File: src/logic/nvc_pkg.sv
// constants for the nonvolatile configuration-space access block
`default_nettype none
package nvc_pkg;

	// ----------------------------------------------------------------
	// widths
	// ----------------------------------------------------------------
	localparam int ADDR_W = 15;
	localparam int WORD_W = 14;
	localparam int DATA_HIGH_W = 6;
	localparam int DATA_LOW_W = 8;
	localparam int UID_COUNT = 4;

	// ----------------------------------------------------------------
	// configuration region map
	// ----------------------------------------------------------------
	localparam logic [15:0] CFG_REGION_BASE = 16'h8000;
	localparam logic [15:0] CFG_UID_FIRST = 16'h8000;
	localparam logic [15:0] CFG_UID_LAST = 16'h8003;
	localparam logic [15:0] CFG_DEVICE_ID = 16'h8006;
	localparam logic [15:0] CFG_WORD1 = 16'h8007;
	localparam logic [15:0] CFG_WORD2 = 16'h8008;

	// ----------------------------------------------------------------
	// reset and erased values
	// ----------------------------------------------------------------
	localparam logic [13:0] WORD_ERASED = 14'h3FFF;
	localparam logic [13:0] WORD_ZERO = 14'h0000;

	// ----------------------------------------------------------------
	// flash macro commands
	// ----------------------------------------------------------------
	localparam logic [1:0] FCMD_READ = 2'h0;
	localparam logic [1:0] FCMD_WRITE = 2'h1;
	localparam logic [1:0] FCMD_ERASE = 2'h2;

	typedef enum logic [0:0] {
		NVC_IDLE = 1'b0,
		NVC_FLASH_WAIT = 1'b1
	} nvc_state_e;

endpackage

`default_nettype wire

File: src/logic/nvc_access.sv
// configuration-space and program memory access sequencer
//
// Functional notes
// - select bit set routes reads and writes to the configuration region
// - configuration region is the bit-15-set address space, partly open
// - read of a non-readable configuration address clears both data bytes
// - user ID words 8000h-8003h are readable and writable
// - per-address read/write rights; device ID 8006h is read-only
// - configuration words 8007h-8008h readable, writes rejected
`timescale 1ns/1ps
`default_nettype none

module nvc_access #(
	// arbitrary neutral identification value
	parameter logic [13:0] DEVICE_ID = 14'h0000
) (
	// clock and reset
	input wire logic clk_in,
	input wire logic reset_n_in,
	// control from the core
	input wire logic config_space_select_in,
	input wire logic read_start_in,
	input wire logic write_start_in,
	input wire logic erase_start_in,
	input wire logic [14:0] addr_in,
	input wire logic [13:0] wdata_in,
	// configuration words from fuse logic
	input wire logic [13:0] cfg_word1_in,
	input wire logic [13:0] cfg_word2_in,
	// flash macro
	input wire logic flash_done_in,
	input wire logic [13:0] flash_rdata_in,
	output logic flash_req_out,
	output logic [1:0] flash_cmd_out,
	output logic [14:0] flash_addr_out,
	output logic [13:0] flash_wdata_out,
	// status and read data to the core
	output logic [5:0] nvm_data_high_out,
	output logic [7:0] nvm_data_low_out,
	output logic busy_out,
	output logic write_reject_out
);

	// ----------------------------------------------------------------
	// state
	// ----------------------------------------------------------------
	typedef struct packed {
		nvc_pkg::nvc_state_e st;
		logic [5:0] dh;
		logic [7:0] dl;
		logic busy;
		logic rej;
		logic req;
		logic [1:0] cmd;
		logic [14:0] faddr;
		logic [13:0] fwd;
		logic [3:0][13:0] uid;
	} nvc_state_s;

	nvc_state_s state_reg;
	nvc_state_s state_next;

	// ----------------------------------------------------------------
	// address permissions
	// ----------------------------------------------------------------
	function automatic logic [15:0] cfg_addr(input logic [14:0] a);
		cfg_addr = nvc_pkg::CFG_REGION_BASE | {1'b0, a};
	endfunction

	function automatic logic is_uid(input logic [15:0] a);
		is_uid = (a >= nvc_pkg::CFG_UID_FIRST) &&
			(a <= nvc_pkg::CFG_UID_LAST);
	endfunction

	function automatic logic cfg_readable(input logic [15:0] a);
		cfg_readable = is_uid(a) || (a == nvc_pkg::CFG_DEVICE_ID) ||
			(a == nvc_pkg::CFG_WORD1) || (a == nvc_pkg::CFG_WORD2);
	endfunction

	function automatic logic cfg_writable(input logic [15:0] a);
		cfg_writable = is_uid(a);
	endfunction

	logic [15:0] caddr;
	logic [1:0] uidx;
	logic idle;
	logic any_start;

	assign caddr = cfg_addr(addr_in);
	assign uidx = addr_in[1:0];
	assign idle = (state_reg.st == nvc_pkg::NVC_IDLE);
	assign any_start = read_start_in || write_start_in || erase_start_in;

	// ----------------------------------------------------------------
	// next state
	// ----------------------------------------------------------------
	always_comb begin
		logic [13:0] word;
		word = nvc_pkg::WORD_ZERO;
		state_next = state_reg;
		case (state_reg.st)
			nvc_pkg::NVC_IDLE: begin
				if (any_start) begin
					state_next.rej = 1'b0;
				end
				if (config_space_select_in && read_start_in) begin
					if (cfg_readable(caddr)) begin
						if (is_uid(caddr)) begin
							word = state_reg.uid[uidx];
						end else if (caddr == nvc_pkg::CFG_DEVICE_ID) begin
							word = DEVICE_ID;
						end else if (caddr == nvc_pkg::CFG_WORD1) begin
							word = cfg_word1_in;
						end else begin
							word = cfg_word2_in;
						end
					end else begin
						word = nvc_pkg::WORD_ZERO;
					end
					state_next.dh = word[13:8];
					state_next.dl = word[7:0];
				end else if (config_space_select_in && write_start_in) begin
					if (cfg_writable(caddr)) begin
						state_next.uid[uidx] = wdata_in;
					end else begin
						state_next.rej = 1'b1;
					end
				end else if (config_space_select_in && erase_start_in) begin
					if (cfg_writable(caddr)) begin
						state_next.uid = {nvc_pkg::UID_COUNT{nvc_pkg::WORD_ERASED}};
					end else begin
						state_next.rej = 1'b1;
					end
				end else if (any_start) begin
					state_next.st = nvc_pkg::NVC_FLASH_WAIT;
					state_next.busy = 1'b1;
					state_next.req = 1'b1;
					state_next.faddr = addr_in;
					state_next.fwd = wdata_in;
					if (read_start_in) begin
						state_next.cmd = nvc_pkg::FCMD_READ;
					end else if (write_start_in) begin
						state_next.cmd = nvc_pkg::FCMD_WRITE;
					end else begin
						state_next.cmd = nvc_pkg::FCMD_ERASE;
					end
				end
			end
			nvc_pkg::NVC_FLASH_WAIT: begin
				if (flash_done_in) begin
					state_next.st = nvc_pkg::NVC_IDLE;
					state_next.busy = 1'b0;
					state_next.req = 1'b0;
					if (state_reg.cmd == nvc_pkg::FCMD_READ) begin
						state_next.dh = flash_rdata_in[13:8];
						state_next.dl = flash_rdata_in[7:0];
					end
				end
			end
			default: begin
				state_next.st = nvc_pkg::NVC_IDLE;
			end
		endcase
	end

	always_ff @(posedge clk_in) begin
		if (!reset_n_in) begin
			state_reg <= '{st: nvc_pkg::NVC_IDLE, dh: 6'h00, dl: 8'h00,
				busy: 1'b0, rej: 1'b0, req: 1'b0, cmd: nvc_pkg::FCMD_READ,
				faddr: 15'h0000, fwd: nvc_pkg::WORD_ZERO,
				uid: {nvc_pkg::UID_COUNT{nvc_pkg::WORD_ERASED}}};
		end else begin
			state_reg <= state_next;
		end
	end

	// ----------------------------------------------------------------
	// outputs
	// ----------------------------------------------------------------
	assign flash_req_out = state_reg.req;
	assign flash_cmd_out = state_reg.cmd;
	assign flash_addr_out = state_reg.faddr;
	assign flash_wdata_out = state_reg.fwd;
	assign nvm_data_high_out = state_reg.dh;
	assign nvm_data_low_out = state_reg.dl;
	assign busy_out = state_reg.busy;
	assign write_reject_out = state_reg.rej;
endmodule

`default_nettype wire

File: config.mk
export PLATFORM = sky130hd
export DESIGN_NAME = nvc_access
export DESIGN_NICKNAME = d
export VERILOG_FILES = /design/src/logic/nvc_pkg.sv /design/src/logic/nvc_access.sv
export SDC_FILE = /design/constraint.sdc
export NUM_CORES = 1
export LEC_CHECK = 0
export BUFFER_PORTS_ARGS = -buffer_cell sky130_fd_sc_hd__buf_2
export CAP_MARGIN = 5
export CORE_AREA = 4 4 100 102
export DETAILED_ROUTE_END_ITERATION = 8
export DIE_AREA = 0 0 104 106
export GPL_ROUTABILITY_DRIVEN = 0
export GPL_TIMING_DRIVEN = 0
export PLACE_DENSITY_LB_ADDON = 0.15
export SLEW_MARGIN = 15
export SYNTH_ARGS = -nofsm -noshare
export SYNTH_HDL_FRONTEND = slang
export SYNTH_SLANG_ARGS = --single-unit
File: constraint.sdc
create_clock -name clk_in -period 2.7 [get_ports clk_in]
set_input_delay 0.135 -clock clk_in [delete_from_list [all_inputs] [get_ports clk_in]]
set_output_delay 0.135 -clock clk_in [all_outputs]
set_load 0.05 [all_outputs]
==> results.py, run 1 <==
metrics = {
    "timing": {
        "fmax_ghz": 0.477,
        "hold_viol_final": 0,
        "fin_tns_setup_ps": 0,
        "finalCritPeriodShare": 0.776,
        "rsz0062_at_grt": "false",
        "period_needed_ps": 2100,
        "final_max_slew_viol_count": 0,
        "finalSetupViolCount": 0,
        "skew_ps": 10.8,
        "timing_worst_slew_pin_value_ps": 785,
        "slew_headroom": 0.477,
    },
    "clock_tree": {
        "numCtsBuffers": 9,
        "cts.repair.resized": 0,
        "cts_buffer_depth": 2,
        "postCtsSetupBuffers": 0,
        "cts-root-buf": "clkbuf_8",
        "clk_latency_ps": 370,
        "cts_tree": "yes",
        "ctsHoldBuffers": 0,
        "cts_htree_levels": 3,
        "clock-sinks": 105,
        "clkTransAtPathRegs_ps": 100,
    },
    "floorplanning": {
        "coreArea_sq_um": 9110,
        "rows": 35,
        "dieArea_sq_um": 11000,
        "die_height_um": 106,
        "initial_core_util": 0.544,
        "chipWidth_um": 104,
        "io_pins": 126,
    },
    "yosys": {
        "seq_area_frac_synth": 0.424,
        "yosys_warnings": 0,
        "synth.distinct_cells": 34,
        "synth-xor-area-share": 0,
        "synthArstFlopShare": 0,
        "synthAdderAreaFrac": 0,
        "synth_mux_area_frac": 0.0955,
        "syn-num-nets": 663,
        "netlist_instances": 585,
        "synth_edf_count": 0,
        "syn_area_sq_um": 4950,
        "synth_top_family_by_area": "simple AND/OR/NAND/NOR gates",
        "synth.avg_cell_area_sq_um": 8.47,
        "synth_compound_area_frac": 0.114,
        "yosys_register_bits": 105,
        "yosys.area_share.simple": 0.257,
        "synth_top_flop_cell": "dfxtp_1",
    },
    "global_routing": {
        "grt_usage": 0.242,
        "overflow": 0,
        "grt_pass1_vias": 4510,
        "grt_first_pass_wirelength_mm": 21.7,
        "grt_max_degree": 17,
        "grt_antenna_before_repair": 0,
    },
    "power": {
        "p_leak_nw": 2.73,
        "pwr-share-clk": 0.315,
        "p_int_mw": 2.28,
        "sw_frac_of_total": 0.291,
        "irDropWorstVdd_mv": 0.271,
        "p_sw_mw": 0.934,
        "power_mw": 3.22,
        "power_density_nw_per_um2": 543,
        "comb_power_share": 0.180,
        "seqPwrFrac": 0.505,
    },
    "routing": {
        "route.met3.wl_mm": 1.06,
        "wl_mm": 13.1,
        "vias_per_cell": 5.38,
        "vias": 4506,
        "drtIter0Drc": 303,
        "met2_length_mm": 6.37,
        "ant_nets": 0,
        "m1WireLength_mm": 5.49,
        "drc": 0,
        "wl_per_cell_um": 15.7,
        "top_layer": "met4",
        "first_pass_iters": 6,
    },
    "setup_path": {
        "crit_type": "flop to flop",
        "crit_arrival_ps": 2320,
        "worstPathMaxFanout": 10,
        "worstSetupEndpointType": "flop",
        "worstSetupStartpointType": "flop",
        "crit_required_ps": 2920,
    },
    "place": {
        "dpl.hpwl_mm": 9.96,
        "port-buffer-count": 125,
    },
    "worst_hold_path": {
        "holdCritPathClass": "input port to flop",
    },
    "job": {
        "cap_viol_max_count": 0,
    },
    "status": {
        "status": "finished clean",
    },
    "final_layout": {
        "drive_above_1_share": 0.325,
        "most-common-layout-cells": "189 x nand2_1, 140 x buf_2, 105 x dfxtp_1, 58 x nand3_1, 46 x buf_4",
        "nets": 799,
        "area_growth_pct": 19.6,
        "regArea_sq_um": 2100,
        "final_common_cell": "nand2_1",
        "largest_register_ff_count": 57,
        "antenna_cells": 0,
        "multiInputGateArea_sq_um": 2310,
        "fillers": 789,
    },
}
-- layer usage --
| metal | vias up | global-route usage |
|---|---|---|
| met2 | 183 | 0.413 |
| met5 | - | 0 |
| met4 | 0 | 0.0769 |
| met3 | 24 | 0.0601 |
| li1 | 2213 | - |
| met1 | 2086 | 0.303 |
-- metrics by stage --
stage | instance area [sq um] | worst slack [ps] | utilization | cells | hold slack (ps)
after floorplan | 4950 | 980 | - | 585 | 258
after global placement | 5720 | 523 | 0.628 | 821 | 407
after detailed placement | 5720 | 436 | 0.628 | 821 | 417
after CTS | 5920 | 640 | 0.650 | 837 | 16.9
after global routing | 5920 | 353 | 0.650 | 837 | 20.0
final | 5920 | 604 | 0.650 | 837 | 14.8
-- critical path, stage by stage (launching register included) --
cell	delay [ps]
dfxtp_1	360
nor2_1	50
o211ai_1	350
a211oi_1	100
nor2b_1	190
buf_2	250
clkbuf_1	500
nand3_1	140
-- cell usage after synthesis (2+ instances only) --
cell type / count / area [sq um]
nor4b_4: 2 / 47.6
buf_6: 2 / 22.5
nand3_1: 58 / 290
a221oi_1: 14 / 123
buf_2: 15 / 75.1
nor2b_1: 4 / 25.0
o21ai_0: 17 / 85.1
nor4_4: 2 / 42.5
a21oi_1: 16 / 80.1
nand2_1: 189 / 709
buf_4: 46 / 345
a21boi_0: 33 / 248
clkbuf_1: 24 / 90.1
nor3_1: 6 / 30.0
mux2_2: 14 / 158
or3_1: 3 / 18.8
nor2_1: 4 / 15.0
dfxtp_1: 105 / 2100
mux4_2: 14 / 315
nand2b_1: 3 / 18.8
-- kinds of logic (layout without fill, tap and decap cells) --
logic type,after synthesis,after routing
buffers and inverters,88,229
AO/OA/AOI/OAI,84,84
flip-flops,105,105
multiplexers,28,28
AND/OR/NAND/NOR,280,280
-- power groups by stage --
| stage | logic, mW | registers (mW) | clock network [mW] |
|---|---|---|---|
| after global routing | 0.624 | 1.63 | 1.10 |
| after CTS | 0.580 | 1.62 | 1.02 |
| after floorplan | 0.391 | 1.66 | 0 |
| after detailed placement | 0.579 | 1.66 | 0 |
| after global placement | 0.569 | 1.66 | 0 |
| final | 0.578 | 1.62 | 1.01 |
-- path summary, 6_finish.rpt --
kind / start / end / slack, ps / cells after the start
setup / recovery: state_reg[104] / state_reg[1] / 600 / 7
hold / removal: addr_in[14] / flash_addr_out[14] / 10 / 3
setup reg to reg: state_reg[104] / state_reg[1] / 600 / 7
hold reg to reg: flash_wdata_out[7] / flash_wdata_out[7] / 470 / 2
-- area by class of cell --
| type | instances | share of cell area |
|---|---|---|
| Buffer | 88 | 0.0906 |
| Tap cell | 111 | 0.0234 |
| Clock inverter | 4 | 0.00866 |
| Sequential cell | 105 | 0.355 |
| Timing Repair Buffer | 125 | 0.106 |
| Multi-Input combinational cell | 392 | 0.391 |
| Clock buffer | 12 | 0.0262 |
(Power assumes the default switching activity.)
==> run 2, diff against run 1 <==
Settings changed: CORE_AREA 4 4 100 102 to 4 4 107 109, DIE_AREA 0 0 104 106 to 0 0 111 113.
Clock period 2.7 ns to 1.8 ns, I/O delays scaled along.
==> run 2 against run 1 <==
Global-route usage decreased by 2.2 points. Fmax rose by 19%. Wire length rose by 2.8%. First-iteration DRC count is 25% lower. Setup slack worse by 560 ps. Non-clock buffer count increased by 13. Combinational power up 57%. Critical path depth stayed put. Clock power grew 50%. Sequential power grew 51%. Flip-flop and latch count unchanged. Register-to-register slack got worse by 560 ps.
==> results.py, run 2 (synthesis gave the netlist of run 1 again) <==
metrics = {
    "floorplanning": {
        "rows": 38,
        "io_pins": 126,
        "initial_core_util": 0.467,
        "dieArea_sq_um": 12500,
        "die_height_um": 113,
        "chipWidth_um": 111,
        "coreArea_sq_um": 10600,
    },
    "setup_path": {
        "path_cells": "nor2_1, o211ai_1, buf_4, or4_4, buf_8, nand2_2, nand3_1",
        "path_delay_family": "simple AND/OR/NAND/NOR gates",
        "slowest_delay_ps": 460,
        "rr_endpoint": "state_reg[6]",
        "crit_required_ps": 2050,
        "r2r-start": "state_reg[104]",
        "worstSetupEndpointType": "flop",
        "worstPathMaxFanout": 10,
        "r2r_cells": 7,
        "slowest_stage": "or4_4",
        "crit_type": "flop to flop",
        "worstSetupStartpointType": "flop",
        "crit_arrival_ps": 2010,
        "ff2ff_setup_slack_ps": 40,
        "worst-path-buf-inv": 2,
    },
    "job": {
        "cap_viol_max_count": 0,
    },
    "routing": {
        "drc": 0,
        "wl_mm": 13.5,
        "first_pass_iters": 7,
        "vias_per_cell": 5.08,
        "wl_per_cell_um": 15.4,
        "drtIter0Drc": 228,
        "ant_nets": 0,
        "vias": 4467,
    },
    "power": {
        "irDropWorstVdd_mv": 0.432,
        "power_mw": 4.86,
        "power_density_nw_per_um2": 780,
        "p_leak_nw": 2.85,
    },
    "timing": {
        "rsz0062_at_grt": "true",
        "fmax_ghz": 0.569,
        "skew_ps": 6.89,
        "finalCritPeriodShare": 0.976,
        "hold_viol_final": 0,
        "slew_headroom": 0.683,
        "holdWs_ps": 13.3,
        "worst_slack_ps": 43.4,
        "finalSetupViolCount": 0,
        "timing_worst_slew_pin_value_ps": 474,
        "final_max_slew_viol_count": 0,
        "period_needed_ps": 1760,
    },
    "final_layout": {
        "fillers": 954,
        "drive_above_1_share": 0.360,
        "area_growth_pct": 25.8,
        "nets": 812,
        "largest_register_ff_count": 57,
        "antenna_cells": 0,
        "most-common-layout-cells": "184 x nand2_1, 129 x buf_2, 104 x dfxtp_1, 58 x buf_4, 56 x nand3_1",
        "final_common_cell": "nand2_1",
    },
    "status": {
        "status": "finished clean",
    },
    "clock_tree": {
        "clkTransAtPathRegs_ps": 100,
        "cts_htree_levels": 3,
        "clk_latency_ps": 360,
        "numCtsBuffers": 9,
        "cts_tree": "yes",
        "cts-root-buf": "clkbuf_8",
        "cts_buffer_depth": 2,
        "clock-sinks": 105,
    },
    "worst_hold_path": {
        "hold_depth": 3,
        "hold_end": "flash_addr_out[6]",
        "holdCritPathClass": "input port to flop",
        "hold_path_startpoint": "addr_in[6]",
    },
    "global_routing": {
        "grt_pass1_vias": 4514,
        "grt_antenna_before_repair": 0,
        "grt_first_pass_wirelength_mm": 22.4,
        "grt_max_degree": 18,
        "grt_usage": 0.220,
        "overflow": 0,
    },
    "place": {
        "port-buffer-count": 125,
        "dpl.hpwl_mm": 9.97,
        "dp_slack_ps": -471,
    },
}
## run 2: cell count changes in the layout (fill, tap and decap cells not counted), sizes merged
cell | before | now
buf | 189 | 191
clkbuf | 36 | 35
dlygate4sd3 | 0 | 11
inv | 0 | 1
## run 2: final cells by class
class                           count  area, sq um  area share
Clock buffer                       11          141      0.0227
Sequential cell                   105         2100       0.338
Tap cell                          140          175      0.0281
Multi-Input combinational cell    392         2390       0.384
Buffer                             83          568      0.0912
Clock inverter                      5         63.8      0.0102
Timing Repair Buffer              143          788       0.127
## run 2: worst max-delay path by stage
stage	start	end	depth (start not counted)
6_report	state_reg[104]	state_reg[6]	7
3_5_place_dp	write_start_in	state_reg[4]	7
3_3_place_gp	write_start_in	state_reg[6]	7
5_1_grt	state_reg[104]	flash_addr_out[13]	6
2_1_floorplan	state_reg[104]	state_reg[26]	7
4_1_cts	state_reg[104]	state_reg[6]	7
## run 2: per-stage QoR
| stage | util | setup TNS (ps) | instances | instance area [sq um] |
|---|---|---|---|---|
| final | 0.588 | 0 | 879 | 6230 |
| after global routing | 0.588 | -10.6 | 879 | 6230 |
| after CTS | 0.579 | 0 | 879 | 6130 |
| after detailed placement | 0.543 | -21590 | 850 | 5750 |
| after floorplan | - | 0 | 585 | 4950 |
| after global placement | 0.543 | -18770 | 850 | 5750 |
## run 2: metal layers
layer	GRT usage	vias up	part of all wire
li1	-	2238	-
met1	0.286	2042	0.44
met2	0.360	165	0.46
met3	0.0529	22	0.080
met4	0.0805	0	0.016
met5	0	-	0
## run 2: report_power, final
group / switching [mW] / internal [mW] / total (mW)
registers: 0.0381 / 2.40 / 2.44
logic: 0.574 / 0.335 / 0.909
clock network: 0.823 / 0.693 / 1.52
total: 1.44 / 3.43 / 4.86
## run 2: timing repair
action                                  4_1_cts  5_1_grt
hold endpoints to repair                     12        0
endpoints found under the setup margin       69       72
buffers inserted                              3        4
hold buffers                                 11        0
pin swaps                                     1        2
gates resized for setup                      18       38
## run 2: worst reg2reg max path, cell delays in order, from the launching register on
cell and delay [ps]:
dfxtp_2 340, nor2_1 90, o211ai_1 210, buf_4 220
or4_4 460, buf_8 180, nand2_2 80, nand3_1 80
==> run 3, diff against run 2 <==
Settings changed: CORE_AREA 4 4 107 109 to 2 2 105 107, DIE_AREA 0 0 111 113 to 0 0 107 109.
==> run 3 against run 2 <==
First-iteration DRC count is 30% higher. Non-clock buffer count is 1 higher. Via count is 2.1% higher. Design area is 2.0% higher. Utilization is 1.2 points higher. Largest cell class unchanged. Flip-flop and latch count stayed put.
==> results.py, run 3 (synthesis gave the netlist of run 1 again) <==
metrics = {
    "setup_path": {
        "crit_arrival_ps": 2050,
        "path_delay_family": "simple AND/OR/NAND/NOR gates",
        "slowest_stage": "or4_4",
        "path_cells": "nor2_1, o211ai_1, buf_4, buf_6, or4_4, clkbuf_16, nand2_4, nand3_2",
        "slowest_delay_ps": 490,
        "crit_type": "flop to flop",
        "worstSetupEndpointType": "flop",
        "worstPathMaxFanout": 5,
        "crit_required_ps": 2060,
        "worst-path-buf-inv": 3,
        "worstSetupStartpointType": "flop",
    },
    "power": {
        "p_sw_mw": 1.41,
        "comb_power_share": 0.189,
        "power_density_nw_per_um2": 761,
        "sw_frac_of_total": 0.292,
        "irDropWorstVdd_mv": 0.368,
        "pwr-share-clk": 0.307,
        "power_mw": 4.84,
        "seqPwrFrac": 0.504,
        "p_int_mw": 3.42,
        "p_leak_nw": 2.88,
    },
    "status": {
        "status": "finished clean",
    },
    "global_routing": {
        "grt_max_degree": 20,
        "grt_pass1_vias": 4261,
        "overflow": 0,
        "grt_antenna_before_repair": 0,
        "grt_usage": 0.230,
        "grt_first_pass_wirelength_mm": 20.9,
    },
    "job": {
        "cap_viol_max_count": 0,
    },
    "routing": {
        "drtIter0Drc": 297,
        "vias": 4559,
        "ant_nets": 0,
        "first_pass_iters": 5,
        "vias_per_cell": 5.18,
        "drc": 0,
        "wl_mm": 13.5,
        "wl_per_cell_um": 15.4,
    },
    "timing": {
        "worst_slack_ps": 17.4,
        "fin_tns_setup_ps": 0,
        "rsz0062_at_grt": "true",
        "fmax_ghz": 0.561,
        "slew_headroom": 0.642,
        "final_max_slew_viol_count": 0,
        "timing_worst_slew_pin_value_ps": 537,
        "finalSetupViolCount": 0,
        "finalCritPeriodShare": 0.990,
        "period_needed_ps": 1780,
        "skew_ps": 5.28,
        "hold_viol_final": 0,
    },
    "floorplanning": {
        "rows": 38,
        "die_height_um": 109,
        "io_pins": 126,
        "initial_core_util": 0.467,
        "chipWidth_um": 107,
        "dieArea_sq_um": 11700,
        "coreArea_sq_um": 10600,
    },
    "place": {
        "port-buffer-count": 125,
        "dp_slack_ps": -461,
        "dpl.hpwl_mm": 9.75,
    },
    "final_layout": {
        "nets": 813,
        "drive_above_1_share": 0.377,
        "most-common-layout-cells": "179 x nand2_1, 133 x buf_2, 104 x dfxtp_1, 52 x buf_4, 48 x nand3_1",
        "area_growth_pct": 28.3,
        "antenna_cells": 0,
        "final_common_cell": "nand2_1",
        "largest_register_ff_count": 57,
        "post-route-util": 0.599,
    },
    "clock_tree": {
        "cts_htree_levels": 3,
        "cts_tree": "yes",
        "cts_buffer_depth": 2,
        "numCtsBuffers": 9,
        "clock-sinks": 105,
        "clk_latency_ps": 380,
        "cts-root-buf": "clkbuf_8",
        "clkTransAtPathRegs_ps": 90,
    },
    "worst_hold_path": {
        "holdCritPathClass": "input port to flop",
    },
}
-- run 3: metrics by stage --
stage / std cells / hold slack [ps] / cell area, sq um
floorplan: 585 / 213 / 4950
global placement: 850 / 363 / 5750
detailed placement: 850 / 371 / 5750
finish: 880 / 3.59 / 6360
global route: 880 / 13.6 / 6360
CTS: 881 / 3.31 / 6130
-- run 3: per-layer routing --
| layer | GRT usage | up-vias | routed length [um] |
|---|---|---|---|
| li1 | - | 2250 | - |
| met1 | 0.302 | 2127 | 6060 |
| met2 | 0.390 | 167 | 6390 |
| met3 | 0.0359 | 15 | 884 |
| met4 | 0.0724 | 0 | 179 |
| met5 | 0 | - | 0 |
-- run 3: layout make-up --
type	count	area, sq um
clock inverters	4	52.6
well taps	140	175
fillers	969	4250
multi-input cells	392	2490
repair buffers	146	837
plain buffers	81	554
flip-flops and latches	105	2100
clock buffers	12	145
-- run 3: timing repair --
action	CTS	global route
pin swaps	1	6
hold buffers	14	0
resized for setup	11	65
setup buffers	3	2
gates cloned	0	2
endpoints found under the hold margin	18	0
endpoints found under the setup margin	72	78
-- run 3: worst min-delay path: stages --
cell,delay [ps]
buf_2,130
nand2_1,60
nand3_1,70
-- run 3: power by group through the flow --
stage                     Combinational [mW]  Sequential [mW]  Clock [mW]
after floorplan                        0.586             2.50           0
after global placement                 0.854             2.49           0
after detailed placement               0.866             2.49           0
after CTS                              0.898             2.44        1.51
after global routing                   0.982             2.45        1.60
final                                  0.915             2.44        1.49
-- run 3: final timing paths --
path                      start                  to  slack [ps]  cells past startpoint
max              state_reg[104]        state_reg[7]          20                      8
min                 wdata_in[7]       state_reg[49]           4                      3
max reg2reg      state_reg[104]        state_reg[7]          20                      8
min reg2reg  flash_addr_out[12]  flash_addr_out[12]         470                      2
